## src/core/pcc_pkg.sv

```systemverilog
// Constants, register map and field layout for the capture/compare block
// Notes on behaviour
// Overflow flag with enable requests an interrupt
// Only software clears the overflow flag
// Five modules, each with own event flag
// Event flags stay set until software clears
// Each module has seven-bit mode register
// Mode bit 0 lets event flag interrupt
// Mode bit 1 selects pulse width modulation
// Mode bit 2 inverts output on match
// Mode bit 3 sets event flag on match
// Bit 4 falling edge, bit 5 rising capture
// Both edge bits capture on every transition
// Mode bit 6 enables the comparator
// High and low bytes hold 16-bit value
// In modulation mode value sets duty cycle
// Capture copies counter in detecting clock
// Capture input synchronised, samples compared
package pcc_pkg;

    // Number of compare/capture modules
    localparam int NUM_MODULES = 5;
    // Width of a mode register
    localparam int MODE_WIDTH  = 7;

    // Special function register addresses
    localparam logic [7:0] ADDR_CTRL = 8'hD8; // Counter control register
    localparam logic [7:0] ADDR_COUNTER_MODE_REG = 8'hD9; // Counter mode register
    // Per-module mode registers
    localparam logic [7:0] ADDR_MODE [NUM_MODULES] =
        '{8'hDA, 8'hDB, 8'hDC, 8'hDD, 8'hDE};
    // Per-module value low bytes
    localparam logic [7:0] ADDR_VAL_LO [NUM_MODULES] =
        '{8'hEA, 8'hEB, 8'hEC, 8'hED, 8'hEE};
    // Per-module value high bytes
    localparam logic [7:0] ADDR_VAL_HI [NUM_MODULES] =
        '{8'hFA, 8'hFB, 8'hFC, 8'hFD, 8'hFE};

    // Counter control register fields
    localparam int CTRL_OVF_BIT = 7; // Counter overflow flag
    // Counter mode register fields
    localparam int COUNTER_MODE_REG_OVF_IRQ_BIT = 0; // Overflow interrupt enable

    // Module mode register fields
    localparam int MODE_IRQ_EN_BIT  = 0; // Event flag may interrupt
    localparam int MODE_PWM_BIT     = 1; // Pulse width modulation
    localparam int MODE_FLIP_BIT    = 2; // Invert output on match
    localparam int MODE_MATCH_BIT   = 3; // Match sets event flag
    localparam int MODE_CAPTURE_FALLING_EN_BIT    = 4; // Capture on falling edge
    localparam int MODE_CAPTURE_RISING_EN_BIT    = 5; // Capture on rising edge
    localparam int MODE_COMPARATOR_ENABLE_BIT    = 6; // Comparator enable

    // Values after reset and for unmapped reads
    localparam logic [7:0]            RST_BYTE  = 8'h00;
    localparam logic [MODE_WIDTH-1:0] RST_MODE  = 7'h00;
    localparam logic [7:0]            RD_UNMAPPED = 8'h00;
    // Low byte value at which modulation reloads the compare byte
    localparam logic [7:0]            PWM_WRAP  = 8'hFF;

endpackage : pcc_pkg

```

## src/core/pcc_mod_if.sv

```systemverilog
// Signals passed between the top and one compare/capture unit
`timescale 1ns/100ps
interface pcc_mod_if;
    import pcc_pkg::*;
    logic [MODE_WIDTH-1:0] mode;      // Mode register contents
    logic [15:0]           value;     // Compare/capture value
    logic [15:0]           count;     // Shared counter value
    logic                  pin_sync;  // Synchronised capture input
    logic                  event_hit; // Match or capture this cycle
    logic                  capture;   // Capture this cycle
    logic                  out_level; // Module output pin level

    // Top side drives configuration and reads events
    modport core (output mode, value, count, pin_sync,
                  input  event_hit, capture, out_level);
    // Unit side evaluates one module
    modport unit (input  mode, value, count, pin_sync,
                  output event_hit, capture, out_level);
endinterface : pcc_mod_if

```

## src/core/pcc_top.sv

```systemverilog
// Capture/compare array: registers, flags, interrupt, five units
`timescale 1ns/100ps
module pcc_top
    import pcc_pkg::*;
(
    input  wire logic                   ref_clk,           // System clock
    input  wire logic                   arst_n,            // Async reset
    input  wire logic [7:0]             sfr_addr,          // SFR address
    input  wire logic [7:0]             sfr_wdata,         // Write data
    input  wire logic                   sfr_wr,            // Write strobe
    input  wire logic                   sfr_rd,            // Read strobe
    output logic      [7:0]             sfr_rdata,         // Read data
    input  wire logic [15:0]            count_value,       // Shared counter
    input  wire logic                   count_overflow,    // Counter wrap
    input  wire logic [NUM_MODULES-1:0] capture_pin,       // Capture pins
    output logic      [NUM_MODULES-1:0] module_output_pin, // Output pins
    output logic                        irq_req            // Interrupt
);
    // Reset synchroniser
    logic rst_meta_q;  // First reset stage
    logic rst_n_q;     // Reset used by the design

    // Capture pin synchroniser
    logic [NUM_MODULES-1:0] cap_meta_q; // First stage, read by stage two
    logic [NUM_MODULES-1:0] cap_sync_q; // Second stage

    // Register state
    logic                   ovf_flag_q;  // Counter overflow flag
    logic [NUM_MODULES-1:0] event_q;     // Module event flags
    logic [7:0]             counter_mode_reg_q;      // Counter mode register
    logic [MODE_WIDTH-1:0]  mode_q   [NUM_MODULES]; // Mode registers
    logic [7:0]             val_lo_q [NUM_MODULES]; // Value low bytes
    logic [7:0]             val_hi_q [NUM_MODULES]; // Value high bytes
    logic [7:0]             rdata_q;     // Read data register
    logic                   irq_q;       // Interrupt request register

    // Decode and per-module status
    logic                   ctrl_wr;     // Control register write
    logic                   counter_mode_reg_wr;     // Counter mode write
    logic [NUM_MODULES-1:0] mod_event;   // Events from units
    logic [NUM_MODULES-1:0] mod_capture; // Captures from units
    logic [NUM_MODULES-1:0] mod_out;     // Unit output levels
    logic [NUM_MODULES-1:0] mod_irq_en;  // Per-module irq enables
    logic [7:0]             rd_mux;      // Selected read value

    // Interface to each unit
    pcc_mod_if mif [NUM_MODULES] ();

    // Release reset through two flops
    always_ff @(posedge ref_clk or negedge arst_n) begin
        if (!arst_n) begin
            rst_meta_q <= 1'b0;
            rst_n_q    <= 1'b0;
        end else begin
            rst_meta_q <= 1'b1;
            rst_n_q    <= rst_meta_q;
        end
    end

    // Capture pins pass two flops before any logic
    always_ff @(posedge ref_clk or negedge rst_n_q) begin
        if (!rst_n_q) begin
            cap_meta_q <= '0;
            cap_sync_q <= '0;
        end else begin
            cap_meta_q <= capture_pin;
            cap_sync_q <= cap_meta_q;
        end
    end

    // Register write decode
    assign ctrl_wr = sfr_wr && (sfr_addr == ADDR_CTRL);
    assign counter_mode_reg_wr = sfr_wr && (sfr_addr == ADDR_COUNTER_MODE_REG);

    // Overflow flag: counter sets, only software clears
    always_ff @(posedge ref_clk or negedge rst_n_q) begin
        if (!rst_n_q) begin
            ovf_flag_q <= 1'b0;
        end else if (count_overflow) begin
            // Set wins over a clear in the same cycle
            ovf_flag_q <= 1'b1;
        end else if (ctrl_wr) begin
            ovf_flag_q <= sfr_wdata[CTRL_OVF_BIT];
        end
    end

    // Module event flags: units set, only software clears
    always_ff @(posedge ref_clk or negedge rst_n_q) begin
        if (!rst_n_q) begin
            event_q <= '0;
        end else if (ctrl_wr) begin
            // Hardware set wins over a software clear
            event_q <= mod_event | sfr_wdata[NUM_MODULES-1:0];
        end else begin
            event_q <= event_q | mod_event;
        end
    end

    // Counter mode register
    always_ff @(posedge ref_clk or negedge rst_n_q) begin
        if (!rst_n_q) begin
            counter_mode_reg_q <= RST_BYTE;
        end else if (counter_mode_reg_wr) begin
            counter_mode_reg_q <= sfr_wdata;
        end
    end

    // Per-module registers and unit instances
    for (genvar i = 0; i < NUM_MODULES; i++) begin : g_mod
        logic mode_wr; // This module's mode write
        logic lo_wr;   // This module's low byte write
        logic hi_wr;   // This module's high byte write
        logic reload;  // Modulation reload of the duty byte

        assign mode_wr = sfr_wr && (sfr_addr == ADDR_MODE[i]);
        assign lo_wr   = sfr_wr && (sfr_addr == ADDR_VAL_LO[i]);
        assign hi_wr   = sfr_wr && (sfr_addr == ADDR_VAL_HI[i]);
        // Duty byte takes the high byte as the low count wraps
        assign reload  = mode_q[i][MODE_PWM_BIT]
                      && (count_value[7:0] == PWM_WRAP);

        // Seven-bit mode register
        always_ff @(posedge ref_clk or negedge rst_n_q) begin
            if (!rst_n_q) begin
                mode_q[i] <= RST_MODE;
            end else if (mode_wr) begin
                mode_q[i] <= sfr_wdata[MODE_WIDTH-1:0];
            end
        end

        // Low byte: capture first, then software, then reload
        always_ff @(posedge ref_clk or negedge rst_n_q) begin
            if (!rst_n_q) begin
                val_lo_q[i] <= RST_BYTE;
            end else if (mod_capture[i]) begin
                val_lo_q[i] <= count_value[7:0];
            end else if (lo_wr) begin
                val_lo_q[i] <= sfr_wdata;
            end else if (reload) begin
                val_lo_q[i] <= val_hi_q[i];
            end
        end

        // High byte: capture first, then software
        always_ff @(posedge ref_clk or negedge rst_n_q) begin
            if (!rst_n_q) begin
                val_hi_q[i] <= RST_BYTE;
            end else if (mod_capture[i]) begin
                val_hi_q[i] <= count_value[15:8];
            end else if (hi_wr) begin
                val_hi_q[i] <= sfr_wdata;
            end
        end

        // Unit inputs
        assign mif[i].mode     = mode_q[i];
        assign mif[i].value    = {val_hi_q[i], val_lo_q[i]};
        assign mif[i].count    = count_value;
        assign mif[i].pin_sync = cap_sync_q[i];
        // Unit outputs
        assign mod_event[i]    = mif[i].event_hit;
        assign mod_capture[i]  = mif[i].capture;
        assign mod_out[i]      = mif[i].out_level;
        assign mod_irq_en[i]   = mode_q[i][MODE_IRQ_EN_BIT];

        // Compare/capture unit
        pcc_unit u_unit (
            .clk   (ref_clk),
            .rst_n (rst_n_q),
            .u     (mif[i])
        );
    end

    // Output pins come straight from the unit flops
    assign module_output_pin = mod_out;

    // Interrupt request from overflow or any enabled event
    always_ff @(posedge ref_clk or negedge rst_n_q) begin
        if (!rst_n_q) begin
            irq_q <= 1'b0;
        end else begin
            irq_q <= (ovf_flag_q && counter_mode_reg_q[COUNTER_MODE_REG_OVF_IRQ_BIT])
                  || |(event_q & mod_irq_en);
        end
    end
    assign irq_req = irq_q;

    // Read multiplexer; unmapped addresses read zero
    always_comb begin
        rd_mux = RD_UNMAPPED;
        if (sfr_addr == ADDR_CTRL) begin
            rd_mux = RD_UNMAPPED;
            rd_mux[CTRL_OVF_BIT] = ovf_flag_q;
            rd_mux[NUM_MODULES-1:0] = event_q;
        end else if (sfr_addr == ADDR_COUNTER_MODE_REG) begin
            rd_mux = counter_mode_reg_q;
        end else begin
            for (int k = 0; k < NUM_MODULES; k++) begin
                if (sfr_addr == ADDR_MODE[k]) begin
                    rd_mux = {1'b0, mode_q[k]};
                end else if (sfr_addr == ADDR_VAL_LO[k]) begin
                    rd_mux = val_lo_q[k];
                end else if (sfr_addr == ADDR_VAL_HI[k]) begin
                    rd_mux = val_hi_q[k];
                end
            end
        end
    end

    // Read data register, held between reads
    always_ff @(posedge ref_clk or negedge rst_n_q) begin
        if (!rst_n_q) begin
            rdata_q <= RST_BYTE;
        end else if (sfr_rd) begin
            rdata_q <= rd_mux;
        end
    end
    assign sfr_rdata = rdata_q;

    // Flags that software keeps this cycle
    logic [NUM_MODULES-1:0] keep_mask; // Event flags not being cleared
    assign keep_mask = event_q & (ctrl_wr ? sfr_wdata[NUM_MODULES-1:0]
                                          : {NUM_MODULES{1'b1}});

    for (genvar j = 0; j < NUM_MODULES; j++) begin : g_chk

    end
endmodule : pcc_top

```

## src/core/pcc_unit.sv

```systemverilog
// One compare/capture unit: edge detect, comparator, output pin
`timescale 1ns/100ps
module pcc_unit
    import pcc_pkg::*;
(
    input  wire logic clk,   // System clock
    input  wire logic rst_n, // Synchronised reset, active low
    pcc_mod_if.unit   u      // Link to the top
);
    logic prev_q;       // Previous capture input sample
    logic match_prev_q; // Comparator result last cycle
    logic out_q;        // Output pin level
    logic match_now;    // Comparator hit this cycle
    logic match_rise;   // First cycle of a hit
    logic rise;         // Rising edge seen
    logic fall;         // Falling edge seen

    // Comparator only works when enabled
    assign match_now  = u.mode[MODE_COMPARATOR_ENABLE_BIT] && (u.count == u.value);
    assign match_rise = match_now && !match_prev_q;
    // Compare successive synchronised samples
    assign rise = u.pin_sync && !prev_q;
    assign fall = !u.pin_sync && prev_q;
    // Either enabled edge captures; both bits give every transition
    assign u.capture = (rise && u.mode[MODE_CAPTURE_RISING_EN_BIT])
                     || (fall && u.mode[MODE_CAPTURE_FALLING_EN_BIT]);
    // Event from capture or enabled match
    assign u.event_hit = u.capture
                       || (match_rise && u.mode[MODE_MATCH_BIT]);
    assign u.out_level = out_q;

    // Input and comparator history
    always_ff @(posedge clk or negedge rst_n) begin
        if (!rst_n) begin
            prev_q       <= 1'b0;
            match_prev_q <= 1'b0;
        end else begin
            prev_q       <= u.pin_sync;
            match_prev_q <= match_now;
        end
    end

    // Output pin: modulation level or toggle on match
    always_ff @(posedge clk or negedge rst_n) begin
        if (!rst_n) begin
            out_q <= 1'b0;
        end else if (u.mode[MODE_PWM_BIT] && u.mode[MODE_COMPARATOR_ENABLE_BIT]) begin
            // Low while counter is below the duty byte
            out_q <= (u.count[7:0] >= u.value[7:0]);
        end else if (u.mode[MODE_FLIP_BIT] && match_rise) begin
            out_q <= ~out_q;
        end
    end

endmodule : pcc_unit

```

## config.mk

```make
export PLATFORM = sky130hd
export DESIGN_NAME = pcc_top
export DESIGN_NICKNAME = d
export VERILOG_FILES = /design/src/core/pcc_pkg.sv /design/src/core/pcc_mod_if.sv /design/src/core/pcc_top.sv /design/src/core/pcc_unit.sv
export SDC_FILE = /design/constraint.sdc
export NUM_CORES = 1
export LEC_CHECK = 0
export BUFFER_PORTS_ARGS = -buffer_cell sky130_fd_sc_hd__buf_2
export CORE_ASPECT_RATIO = 1.4
export CORE_MARGIN = 3
export CORE_UTILIZATION = 50
export DETAILED_ROUTE_END_ITERATION = 8
export GPL_TIMING_DRIVEN = 0
export PLACE_DENSITY = 0.65
export SYNTH_ARGS = -nofsm -noshare
export SYNTH_HDL_FRONTEND = slang
export SYNTH_SLANG_ARGS = --single-unit
```

## constraint.sdc

```tcl
create_clock -name ref_clk -period 5.55 [get_ports ref_clk]
set_input_delay 0.555 -clock ref_clk [delete_from_list [all_inputs] [get_ports ref_clk]]
set_output_delay 0.555 -clock ref_clk [all_outputs]
set_load 0.02 [all_outputs]
```

==> out/qor.txt <==
post-DR wirelength/cell -> 28.6 um
flop2flop setup slack -> 3.06 ns
Starting DRT DRC Count -> 934
final core occ -> 57.5%
post-synthesis register bit count -> 165
Port-buffer cells -> 40
syn_nets -> 1170
Post-synth EDFFs -> 0
Vias -> 9459
# setup viols final -> 0
element type at the critical path end -> flop
clk sinks -> 165
Rows -> 61
Mean Syn Cell Area -> 9.52 um^2
Leak Pwr -> 5.25 nW
Worst setup endpoint -> g_mod[0].u_unit.u.out_level
dominant cells by area after synthesis -> dfrtp_1 40%, mux2i_1 8.2%, o21ai_0 5.1%
Top delay family on crit path -> simple AND/OR/NAND/NOR gates
Rel. slew slack -> 22.7%
Ys Warns -> 0
# IOs -> 56
worst hold slack -> 0.208 ns
GRT overflow -> 0
Mapped Cells -> 1088
Die Footprint -> 0.0225 mm^2
gr usage total -> 36.2%
n_diodes -> 0
Crit path required time -> 5.88 ns
drc violations -> 0
Final TNS setup -> 0 ns
power density over cell area -> 371 mW/mm^2
Tmin final -> 2.80 ns
Critical Path, Cell by Cell -> buf_2 > inv_1 > ha_1 > nand3_1 > or4_1 > nor4_1 > nand2_1 > xnor2_1 > mux2_2
DRT Wirelength -> 40500 um
TritonCTS clock tree -> done
Final period util -> 50.5%
clock root buffer -> clkbuf_16
most common cell in the synthesized netlist -> dfrtp_1
Synth async-reset ratio -> 100%
Max Cap Viol -> 0
Startpoint Class -> input pin
worst-path maximum fanout -> 7
Setup crit start -> count_value[0]
CP max stage delay -> 0.56 ns
DP HPWL -> 29100 um
Synth cell types -> 72
htree depth -> 4
dominant cell type by area after synthesis -> dfrtp_1
post-place instance area -> 0.0109 mm^2
Crit Path Category -> input pin to flop
status -> finished clean
vias in the first global route -> 9304
chip height -> 176 um
global-route wire length before repair -> 59500 um
final instance area -> 0.0115 mm^2
GPL Wtd Cong -> 1.06
Total Power -> 0.00429 W
Die Wd -> 128 um
Vias/cell -> 6.68
sequential share of the synthesized area -> 39.9%
Max Buffers Root-to-Sink -> 2
reg-to-reg endpoint -> g_mod[0].u_unit.u.out_level
ratio of cells with drive above 1 in the final layout -> 14.1%
top cell type's share of synthesized area -> 39.9%
Initial Util -> 51.6%
Mapped Area -> 0.0104 mm^2
Worst Path Buf+Inv -> 2
Crit path depth -> 9
initial antenna violation count -> 0
reg2reg start -> mif[0].value[5]
later-pin clock latency in the skew report -> 0.45 ns
pin count of the biggest net entering global routing -> 69
CTS clk-pin slew, worst paths -> 0.07 ns
Final nets -> 1232
Post-DRT Antenna Nets -> 0
area growth from synthesis to layout -> 11.5%
Final Hold Vio Count -> 0
worst hold path class -> input pin to flop
Pins Over Slew Limit -> 0
Max stage delay cell, worst path -> or4_1
RSZ-0062 raised after global routing -> false
Worst EP arrival -> 3.13 ns
r2r worst-path depth -> 8
Post-synth top cells -> 165 x dfrtp_1, 106 x o21ai_0, 85 x mux2i_1
Highest Clock Rate -> 357 MHz
core area -> 0.0201 mm^2
setup repair bufs after CTS -> 0
CTS Buf Count -> 17
Clock Skew -> 0.0108 ns
worst slew pin tran -> 1.16 ns
top_reg_cell synth -> dfrtp_1
worst vdd ir -> 0.227 mV
PostCTS Resize Cnt -> 0
drt pass-1 iters -> 6
-- layout make-up --
type                    count  area (um^2)
plain buffers              87          390
clock buffers              20          467
clock inverters            12          136
fillers                  1901         8530
inverters                  42          158
multi-input cells         794         5680
flip-flops and latches    165         4130
well taps                 252          315
repair buffers             43          265
-- worst min-delay path by stage --
stage	to	slack, ns	depth (start not counted)	startpoint
global placement	cap_sync_q[1]	0.33	0	cap_meta_q[1]
CTS	cap_meta_q[1]	0.21	1	capture_pin[1]
global route	cap_meta_q[0]	0.21	1	capture_pin[0]
finish	cap_meta_q[1]	0.21	1	capture_pin[1]
detailed placement	cap_meta_q[0]	0.31	0	rst_n_q
floorplan	rst_meta_q	0.26	0	arst_n
-- state kept, by name (all words and copies together) (netlist names) --
signal	count
sfr_rdata	8
g_mod.u_unit.match_prev_q	5
irq_req	1
rst_meta_q	1
g_mod.u_unit.u.out_level	5
cap_meta_q	5
counter_mode_reg_q	8
rst_n_q	1
ovf_flag_q	1
g_mod.u_unit.prev_q	5
cap_sync_q	5
mif.mode	35
mif.value	80
event_q	5
-- worst register-to-register path: stages, from the launching register on --
cell and delay, ns:
dfrtp_1 0.41, inv_1 0.06, ha_1 0.29, nand4_1 0.12, or4_1 0.54, nor4_1 0.41
nand2_1 0.14, xnor2_1 0.15, mux2_2 0.26
-- power by group --
group / leakage, nW / internal [W] / switching (W)
clock: 0.299 / 0.000673 / 0.000567
combinational: 2.82 / 0.000541 / 0.000635
sequential: 2.13 / 0.00149 / 0.000381
total: 5.25 / 0.00270 / 0.00158
-- layout by cell type (no fill, tap or decap), types with 17 or more instances in the layout --
master,n
xnor2_1,38
clkbuf_16,17
nor2_1,45
clkbuf_1,49
nand4_1,17
mux2i_1,85
o21ai_0,106
a22oi_1,55
ha_1,40
mux2_2,47
nand2_1,75
buf_2,58
a21oi_1,65
dfrtp_1,164
nand3_1,28
inv_1,42
a21o_1,21
-- per-layer routing --
layer	vias up	routed length (um)	GRT usage [%]
met4	0	3000	24.1
met5	-	0	0
li1	4125	-	-
met3	148	3350	8.87
met1	4667	15000	43.2
met2	519	19200	57.8
-- through the flow --
| stage | setup slack (ns) | cells |
|---|---|---|
| 6_report | 2.75 | 1415 |
| 5_1_grt | 2.62 | 1415 |
| 4_1_cts | 2.80 | 1415 |
| 3_5_place_dp | 2.34 | 1382 |
| 3_3_place_gp | -1.47 | 1380 |
| 2_1_floorplan | 0.612 | 1088 |
-- cells by family (layout without fill, tap and decap cells) --
group / Yosys count / count (layout) / share of synthesized area [%]
AOI/OAI and AO/OA: 321 / 321 / 19.5
xor gates and xnor gates: 45 / 45 / 3.80
adders and majority gates: 40 / 40 / 4.83
buffers and inverters: 129 / 204 / 5.29
DFF: 165 / 165 / 39.9
muxes: 137 / 137 / 14.0
other: 1 / 1 / 0.0362
and+or+nand+nor: 250 / 250 / 12.7
-- what timing repair did --
action | 4_1_cts | 5_1_grt
hold buffers | 1 | 0
setup endpoints to repair | 0 | 0
hold endpoints to repair | 2 | 0
(Power assumes the default switching activity.)
